<file path="src/design/flow_unit_defs.vh">
`ifndef FLOW_UNIT_DEFS_VH
`define FLOW_UNIT_DEFS_VH

// Operation select codes
`define OP_BRANCH_ON_FLAG_SET      6'h00
`define OP_BRANCH_ON_FLAG_CLEAR    6'h01
`define OP_BRANCH_CARRY_CLEAR      6'h02
`define OP_BRANCH_CARRY_SET        6'h03
`define OP_BRANCH_UNSIGNED_GE      6'h04
`define OP_BRANCH_UNSIGNED_LT      6'h05
`define OP_BRANCH_SIGNED_GE        6'h06
`define OP_BRANCH_SIGNED_LT        6'h07
`define OP_BRANCH_HALF_CARRY_SET   6'h08
`define OP_BRANCH_HALF_CARRY_CLEAR 6'h09
`define OP_BRANCH_OVERFLOW_SET     6'h0a
`define OP_BRANCH_OVERFLOW_CLEAR   6'h0b
`define OP_BRANCH_TBIT_SET         6'h0c
`define OP_BRANCH_TBIT_CLEAR       6'h0d
`define OP_BRANCH_IRQ_ENABLED      6'h0e
`define OP_BRANCH_IRQ_DISABLED     6'h0f
`define OP_BRANCH_ZERO_SET         6'h10
`define OP_BRANCH_ZERO_CLEAR       6'h11
`define OP_BRANCH_NEGATIVE         6'h12
`define OP_BRANCH_POSITIVE         6'h13
`define OP_COMPARE_SKIP_EQUAL      6'h14
`define OP_SKIP_REG_BIT_ZERO       6'h15
`define OP_SKIP_REG_BIT_ONE        6'h16
`define OP_SKIP_IO_BIT_ZERO        6'h17
`define OP_SKIP_IO_BIT_ONE         6'h18
`define OP_COMPARE_REGS            6'h19
`define OP_COMPARE_WITH_CARRY      6'h1a
`define OP_COMPARE_IMMEDIATE       6'h1b
`define OP_INDIRECT_SUBROUTINE_JUMP 6'h1c
`define OP_EXTENDED_INDIRECT_JUMP  6'h1d
`define OP_DIRECT_CALL             6'h1e
`define OP_SUBROUTINE_EXIT         6'h1f
`define OP_INTERRUPT_EXIT          6'h20

// Status flag bit positions
`define FLAG_C 3'h0
`define FLAG_Z 3'h1
`define FLAG_N 3'h2
`define FLAG_V 3'h3
`define FLAG_S 3'h4
`define FLAG_H 3'h5
`define FLAG_T 3'h6
`define FLAG_I 3'h7

// Cycle counts
`define CYC_ONE   3'h1
`define CYC_TWO   3'h2
`define CYC_THREE 3'h3
`define CYC_FOUR  3'h4
`define CYC_FIVE  3'h5

`endif

</file>
<file path="src/design/branch_skip_compare_unit.v">
// What this block does
// - Flag-set branch jumps to PC+k+1 when chosen flag is one; 1/2 cycles.
// - Flag-clear branch jumps to PC+k+1 when chosen flag is zero; 1/2 cycles.
// - Carry branches jump on carry zero or one; 1/2 cycles.
// - Unsigned ge jumps on carry zero, unsigned lt on carry one.
// - Signed ge jumps when N xor V is zero; 1/2 cycles.
// - Signed lt jumps when N xor V is one; 1/2 cycles.
// - Half-carry-set branch jumps when H is one; 1/2 cycles.
// - Compare-skip-equal skips next instruction on equal registers; 1/2/3 cycles.
// - Register bit skips skip on bit zero or one; 1/2/3 cycles.
// - I/O bit skips skip on I/O bit zero or one; 2/3/4 cycles.
// - Compares subtract without writeback, update Z C N V S H in one cycle.
// - Indirect call loads PC from Z, upper bits zero; 2 or 3 cycles.
// - Extended indirect call takes upper PC bits from extended register; 3 cycles.
// - Half-carry-clear branch jumps when H is zero; 1/2 cycles.
// - Overflow branches jump when V is one or zero; 1/2 cycles.
// - T-bit and interrupt-enable branches test T and I flags likewise.
`timescale 1ns/1ps
`include "flow_unit_defs.vh"

module branch_skip_compare_unit #(
  parameter PC_W    = 22,
  parameter WIDE_PC = 1
) (
  // Clock and reset
  input  wire            sys_clk,
  input  wire            rst,
  // Request from decode
  input  wire            start,
  input  wire [5:0]      op_sel,
  input  wire [PC_W-1:0] pc_in,
  input  wire [6:0]      k_offset,
  input  wire [PC_W-1:0] call_target,
  input  wire [2:0]      bit_sel,
  input  wire            next_two_word,
  output wire            ready,
  // Operands
  input  wire [7:0]      rd_val,
  input  wire [7:0]      rr_val,
  input  wire [7:0]      imm_val,
  input  wire [7:0]      io_val,
  input  wire [7:0]      status_flags_in,
  input  wire [15:0]     z_ptr,
  input  wire [5:0]      extended_indirect_high,
  input  wire [PC_W-1:0] stack_pc,
  // Results
  output wire            done,
  output wire            busy,
  output reg  [PC_W-1:0] pc_out,
  output reg             flags_we,
  output reg  [7:0]      status_flags_out,
  output reg             push_req,
  output reg             pop_req,
  output reg  [PC_W-1:0] ret_addr,
  output reg  [2:0]      cycles_used
);

  reg  [2:0]      cnt_q;
  reg  [2:0]      cnt_d;
  reg             taken;
  reg  [PC_W-1:0] pc_d;
  reg  [2:0]      cyc_d;
  reg             fwe_d;
  reg  [7:0]      flags_d;
  reg             push_d;
  reg             pop_d;
  reg  [PC_W-1:0] ret_d;
  reg             cmp_op;
  reg  [7:0]      opnd;
  reg             borrow_in;

  wire [PC_W-1:0] pc_next;
  wire [PC_W-1:0] pc_branch;
  wire [PC_W-1:0] pc_skip;
  wire [7:0]      diff;
  wire            fc;
  wire            fz;
  wire            fn;
  wire            fv;
  wire            fh;
  wire            ft;
  wire            fi;
  wire            r_c;
  wire            r_h;
  wire            r_v;
  wire            r_z;

  assign fc = status_flags_in[`FLAG_C];
  assign fz = status_flags_in[`FLAG_Z];
  assign fn = status_flags_in[`FLAG_N];
  assign fv = status_flags_in[`FLAG_V];
  assign fh = status_flags_in[`FLAG_H];
  assign ft = status_flags_in[`FLAG_T];
  assign fi = status_flags_in[`FLAG_I];

  // A new request may overlap the final cycle of the previous one
  assign busy  = (cnt_q != 3'h0);
  assign done  = (cnt_q == 3'h1);
  assign ready = (cnt_q <= 3'h1);

  assign pc_next   = pc_in + {{(PC_W-1){1'b0}}, 1'b1};
  assign pc_branch = pc_next + {{(PC_W-7){k_offset[6]}}, k_offset};
  // Skipping a two-word instruction jumps one word further
  assign pc_skip   = pc_in + (next_two_word ? {{(PC_W-2){1'b0}}, 2'h3}
                                            : {{(PC_W-2){1'b0}}, 2'h2});

  // Subtraction shared by the three compares; Rd is never written back
  assign diff = rd_val - opnd - {7'h00, borrow_in};
  assign r_c  = (~rd_val[7] & opnd[7]) | (opnd[7] & diff[7]) | (diff[7] & ~rd_val[7]);
  assign r_h  = (~rd_val[3] & opnd[3]) | (opnd[3] & diff[3]) | (diff[3] & ~rd_val[3]);
  assign r_v  = (rd_val[7] & ~opnd[7] & ~diff[7]) | (~rd_val[7] & opnd[7] & diff[7]);
  // With-carry form keeps Z cleared once a multi-byte compare saw a difference
  assign r_z  = (diff == 8'h00) & (~(op_sel == `OP_COMPARE_WITH_CARRY) | fz);

  always @* begin
    opnd      = (op_sel == `OP_COMPARE_IMMEDIATE) ? imm_val : rr_val;
    borrow_in = (op_sel == `OP_COMPARE_WITH_CARRY) ? fc : 1'b0;
    cmp_op    = (op_sel == `OP_COMPARE_REGS) | (op_sel == `OP_COMPARE_WITH_CARRY) |
                (op_sel == `OP_COMPARE_IMMEDIATE);
  end

  always @* begin
    taken   = 1'b0;
    pc_d    = pc_next;
    cyc_d   = `CYC_ONE;
    fwe_d   = 1'b0;
    flags_d = status_flags_in;
    push_d  = 1'b0;
    pop_d   = 1'b0;
    ret_d   = pc_next;
    case (op_sel)
      `OP_BRANCH_ON_FLAG_SET:      taken = status_flags_in[bit_sel];
      `OP_BRANCH_ON_FLAG_CLEAR:    taken = ~status_flags_in[bit_sel];
      `OP_BRANCH_CARRY_CLEAR:      taken = ~fc;
      `OP_BRANCH_CARRY_SET:        taken = fc;
      `OP_BRANCH_UNSIGNED_GE:      taken = ~fc;
      `OP_BRANCH_UNSIGNED_LT:      taken = fc;
      `OP_BRANCH_SIGNED_GE:        taken = ~(fn ^ fv);
      `OP_BRANCH_SIGNED_LT:        taken = fn ^ fv;
      `OP_BRANCH_HALF_CARRY_SET:   taken = fh;
      `OP_BRANCH_HALF_CARRY_CLEAR: taken = ~fh;
      `OP_BRANCH_OVERFLOW_SET:     taken = fv;
      `OP_BRANCH_OVERFLOW_CLEAR:   taken = ~fv;
      `OP_BRANCH_TBIT_SET:         taken = ft;
      `OP_BRANCH_TBIT_CLEAR:       taken = ~ft;
      `OP_BRANCH_IRQ_ENABLED:      taken = fi;
      `OP_BRANCH_IRQ_DISABLED:     taken = ~fi;
      `OP_BRANCH_ZERO_SET:         taken = fz;
      `OP_BRANCH_ZERO_CLEAR:       taken = ~fz;
      `OP_BRANCH_NEGATIVE:         taken = fn;
      `OP_BRANCH_POSITIVE:         taken = ~fn;
      `OP_COMPARE_SKIP_EQUAL:      taken = (rd_val == rr_val);
      `OP_SKIP_REG_BIT_ZERO:       taken = ~rr_val[bit_sel];
      `OP_SKIP_REG_BIT_ONE:        taken = rr_val[bit_sel];
      `OP_SKIP_IO_BIT_ZERO:        taken = ~io_val[bit_sel];
      `OP_SKIP_IO_BIT_ONE:         taken = io_val[bit_sel];
      default:                     taken = 1'b0;
    endcase

    if (op_sel <= `OP_BRANCH_POSITIVE) begin
      // Taken branch costs one extra cycle to refill fetch
      if (taken) begin
        pc_d  = pc_branch;
        cyc_d = `CYC_TWO;
      end
    end else if (op_sel <= `OP_SKIP_IO_BIT_ONE) begin
      // I/O tests spend one extra cycle reading the I/O space
      cyc_d = ((op_sel == `OP_SKIP_IO_BIT_ZERO) | (op_sel == `OP_SKIP_IO_BIT_ONE)) ?
              `CYC_TWO : `CYC_ONE;
      if (taken) begin
        pc_d  = pc_skip;
        cyc_d = cyc_d + (next_two_word ? `CYC_TWO : `CYC_ONE);
      end
    end else if (cmp_op) begin
      fwe_d              = 1'b1;
      flags_d[`FLAG_C]   = r_c;
      flags_d[`FLAG_Z]   = r_z;
      flags_d[`FLAG_N]   = diff[7];
      flags_d[`FLAG_V]   = r_v;
      flags_d[`FLAG_S]   = diff[7] ^ r_v;
      flags_d[`FLAG_H]   = r_h;
    end else begin
      case (op_sel)
        `OP_INDIRECT_SUBROUTINE_JUMP: begin
          pc_d   = {{(PC_W-16){1'b0}}, z_ptr};
          cyc_d  = (WIDE_PC != 0) ? `CYC_THREE : `CYC_TWO;
          push_d = 1'b1;
        end
        `OP_EXTENDED_INDIRECT_JUMP: begin
          pc_d   = {extended_indirect_high[PC_W-17:0], z_ptr};
          cyc_d  = `CYC_THREE;
          push_d = 1'b1;
        end
        `OP_DIRECT_CALL: begin
          pc_d   = call_target;
          cyc_d  = (WIDE_PC != 0) ? `CYC_FOUR : `CYC_THREE;
          push_d = 1'b1;
          // Call is a two-word instruction
          ret_d  = pc_in + {{(PC_W-2){1'b0}}, 2'h2};
        end
        `OP_SUBROUTINE_EXIT: begin
          pc_d  = stack_pc;
          cyc_d = (WIDE_PC != 0) ? `CYC_FIVE : `CYC_FOUR;
          pop_d = 1'b1;
        end
        `OP_INTERRUPT_EXIT: begin
          pc_d             = stack_pc;
          cyc_d            = (WIDE_PC != 0) ? `CYC_FIVE : `CYC_FOUR;
          pop_d            = 1'b1;
          fwe_d            = 1'b1;
          flags_d[`FLAG_I] = 1'b1;
        end
        default: begin
          pc_d = pc_next;
        end
      endcase
    end
  end

  always @* begin
    cnt_d = cnt_q;
    if (start && ready)
      cnt_d = cyc_d;
    else if (cnt_q != 3'h0)
      cnt_d = cnt_q - 3'h1;
  end

  // Results are latched at acceptance and held until the next request
  always @(posedge sys_clk) begin
    if (rst) begin
      cnt_q            <= 3'h0;
      pc_out           <= {PC_W{1'b0}};
      flags_we         <= 1'b0;
      status_flags_out <= 8'h00;
      push_req         <= 1'b0;
      pop_req          <= 1'b0;
      ret_addr         <= {PC_W{1'b0}};
      cycles_used      <= 3'h0;
    end else begin
      cnt_q <= cnt_d;
      if (start && ready) begin
        pc_out           <= pc_d;
        flags_we         <= fwe_d;
        status_flags_out <= flags_d;
        push_req         <= push_d;
        pop_req          <= pop_d;
        ret_addr         <= ret_d;
        cycles_used      <= cyc_d;
      end
    end
  end

endmodule // branch_skip_compare_unit

</file>
<file path="config.mk">
export PLATFORM = sky130hd
export DESIGN_NAME = branch_skip_compare_unit
export DESIGN_NICKNAME = d
export VERILOG_FILES = /design/src/design/branch_skip_compare_unit.v
export VERILOG_INCLUDE_DIRS = /design/src /design/src/design
export SDC_FILE = /design/constraint.sdc
export NUM_CORES = 1
export LEC_CHECK = 0
export ABC_AREA = 1
export BUFFER_PORTS_ARGS = -buffer_cell sky130_fd_sc_hd__buf_2
export CORE_ASPECT_RATIO = 1.4
export CORE_MARGIN = 8
export CORE_UTILIZATION = 50
export CTS_CLUSTER_DIAMETER = 100
export DETAILED_ROUTE_END_ITERATION = 7
export GPL_TIMING_DRIVEN = 0
export MAX_ROUTING_LAYER = met4
export PLACE_DENSITY = 0.88
export SKIP_CTS_REPAIR_TIMING = 1
export SLEW_MARGIN = 20
export SYNTH_ARGS = -nofsm -noshare
export SYNTH_HDL_FRONTEND = slang
export SYNTH_SLANG_ARGS = --single-unit
</file>
<file path="constraint.sdc">
create_clock -name sys_clk -period 4.11 [get_ports sys_clk]
set_clock_uncertainty 0.2 [all_clocks]
set_input_delay 0.2055 -clock sys_clk [delete_from_list [all_inputs] [get_ports sys_clk]]
set_output_delay 0.2055 -clock sys_clk [all_outputs]
set_load 0.005 [all_outputs]
</file>
==> metrics.md <==
| Metric | Value |
|---|---|
| Status | finished with violations |
| Failing checks | hold timing |
| CP max stage delay | between 0.4 and 0.5 ns |
| Initial DRT Pass Iterations | 6 |
| Initial antenna violation count | 2 |
| Yosys warns | 0 |
| CTS clk-pin slew, worst paths | ~0.060 ns |
| Arrival time worst endpoint | ~4 ns |
| CP Max Fanout | 7 |
| Vias in the first global route | slightly above 10000 |
| Setup WS post-layout | ~0.18 ns |
| Fin crit period | slightly below 4 ns |
| CP top delay family | simple AND/OR/NAND/NOR gates |
| Max Fclk | between 200 and 300 MHz |
| Syn avg cell area | approximately 5.7 um2 |
| Clk buf depth | 2 |
| TritonCTS clock tree | yes |
| Slew Viols, Final | 0 |
| Period Utilization, post-route | ~96% |
| HP Class | in2reg |
| Max_cap viols | 0 |
| Mapped Nets | 1531 |
| Type of origin of the critical path | input port |
| Largest area contributor in the netlist | nand2_1 |
| Vias per cell | 5.849 |
| Setup Crit Path Kind | in2reg |
| Final setup violating endpoints | 0 |
| Placer Congestion | roughly 1.1 |
| Async SR Flop Fraction | 0% |
| Die width | between 100 and 150 um |
| Critical Path Slowest Stage Cell | ha_1 |
| Pwr per Cell Area | roughly 380 mW/mm2 |
| DRC | 0 |
| Seq/Total Area, Yosys | between 10% and 20% |
| Synth top area share | approximately a fifth |
| Final Hold Fails | 2 |
| Share of layout cells above drive strength 1 | a little under a fifth |
| Pleak | a little under 5 nW |
| Cell count after synthesis | about 1300 |
| Fill count | around 1600 |
| Core footprint | roughly 0.015 mm2 |
| Unique cell type count in the Yosys netlist | between 50 and 60 |
| FP Rows | between 50 and 60 |
| Primary FF master, synth | dfxtp_1 |
| Initial Util | 51.01% |
| Routed WL per cell | 22.37 um |
| Final #Nets | between 1500 and 2000 |
| VDD IR max | between 0.0002 and 0.0003 V |
| Die Area | 0.01956 mm2 |
| DP Wirelength | about 31000 um |
| Critical Path RT | ~4.2 ns |
| Grt ovf | 0 |
| Post-synth EDFFs | 0 |
| Routed WL | between 30000 and 40000 um |
| Yosys reg bits | between 60 and 70 |
| Vias | 10241 |
| Slew @ Worst Pin | 1.001 ns |
| Root Buffer | clkbuf_16 |
| Die height | between 150 and 200 um |
| Worst path bufs/invs | 5 |
| Worst-Skew Late Latency | 0.34 ns |
| Rel. slew slack | between 30% and 40% |
| Largest net degree at the start of global routing | 18 |
| Number of antenna-violating nets in the routed design | 0 |
| Most used cell, CP | nand2_1 |
| First-pass GRT wire length | between 50000 and 60000 um |
| Cts bufs inserted | 9 |
| Final hold slack | -0.01111 ns |
| H-tree Lvls | 3 |
| PortBufs | roughly 210 |
| Clk sink count | about 60 |
| 1st-iter DRT viols | ~1100 |
| Most frequent cells in the layout | 408 x nand2_1, 217 x buf_2, 154 x inv_1 |
| Io pins | 209 |
| Syn-to-layout area delta | 21.05% |
| Commonest non-fill, non-tap cell in the layout | nand2_1 |
| Post-Syn Area | ~0.0076 mm2 |
| GRT Overall Usage | about 40% |
| Setup WS pre-CTS | -0.1067 ns |
| Area contributors post-synth | nand2_1 20%, dfxtp_1 16%, inv_1 7.6% |
| Worst setup EP type | register |
| Setup tns final | 0 ns |
## logic make-up (layout without fill, tap and decap cells)
group | Yosys count | after routing | share of synthesized area (%)
AO/OA/AOI/OAI | 260 | 260 | 19.15
XOR/XNOR | 62 | 62 | 7.201
adder cells (fa/ha/maj) | 48 | 48 | 8.151
buffers and inverters | 217 | 439 | 11.39
flip-flops | 61 | 61 | 15.97
other | 0 | 2 | 0
AND/OR/NAND/NOR | 687 | 687 | 38.13
## flip-flops by register name, indices dropped and copies added, names as in the netlist
signal,count
cnt_q,3
ret_addr,22
pop_req,1
flags_we,1
push_req,1
status_flags_out,8
pc_out,22
cycles_used,3
## cells in the mapped netlist, drive strengths merged, types with 2 or more instances
cell    instances
a211oi          4
a21o            3
a21oi         109
a22o            2
a22oi          16
a31oi           5
and2            2
and3            3
buf            25
clkbuf         22
clkinv          3
dfxtp          61
fa              3
ha             45
inv           167
nand2         413
nand3          99
nand3b          2
nand4          24
nor2          124
nor3           17
o211ai         17
o21a            3
o21ai          90
o21bai          2
o221ai          3
or2             2
xnor2          13
xor2           49
## layout make-up
type | count | area [um2] | share of cell area (%)
sequential | 61 | 1221 | 13.20
buffer | 47 | 232.7 | 2.515
inverter | 170 | 638.1 | 6.896
antenna | 2 | 5.005 | 0.05408
tap | 192 | 240.2 | 2.596
multi-input combinational | 1057 | 5575 | 60.25
clock buffer | 10 | 239.0 | 2.582
timing repair buffer | 206 | 1033 | 11.17
clock inverter | 6 | 68.82 | 0.7436
## routing by layer
layer  share of wire, %  track usage (%)  wire length (um)  vias to the layer above
li1                   -                -                 -                     4788
met1                 32            37.84             12650                     4552
met2                 48            67.54             18800                      674
met3                 10            10.49              4043                      227
met4                9.4            36.07              3672                        0
met5                  0                -                 0                        -
## worst min-delay path, cell delays in order
cell and delay (ns):
buf_2 0.09, a21oi_1 0.06, a21oi_1 0.13
## metrics by stage
stage	instance area [um2]	power (mW)	cells	util (%)
after global placement	8911	2.615	1732	59.46
after detailed placement	8924	2.640	1733	59.54
after floorplan	7645	1.886	1335	-
after CTS	9231	3.455	1749	61.60
after global routing	9251	3.722	1750	61.73
final	9254	3.532	1751	61.75
## where the power goes
| group | switching [mW] | total (mW) | leakage (nW) | internal [mW] |
|---|---|---|---|---|
| clock network | 0.322 | 0.813 | 0.149 | 0.491 |
| registers | 0.0987 | 0.874 | 0.502 | 0.775 |
| logic | 1.22 | 1.85 | 4.27 | 0.620 |
| total | 1.65 | 3.53 | 4.92 | 1.89 |
## worst paths after layout
| path | cells past startpoint | start | endpoint | slack [ns] |
|---|---|---|---|---|
| max reg2reg | 10 | cnt_q[1] | ret_addr[18] | 0.78 |
| max | 25 | pc_in[2] | pc_out[19] | 0.18 |
| min reg2reg | 2 | pc_out[18] | pc_out[18] | 0.26 |
| min | 3 | status_flags_in[4] | status_flags_out[4] | -0.01 |
Power figures use the tool's default switching activity.
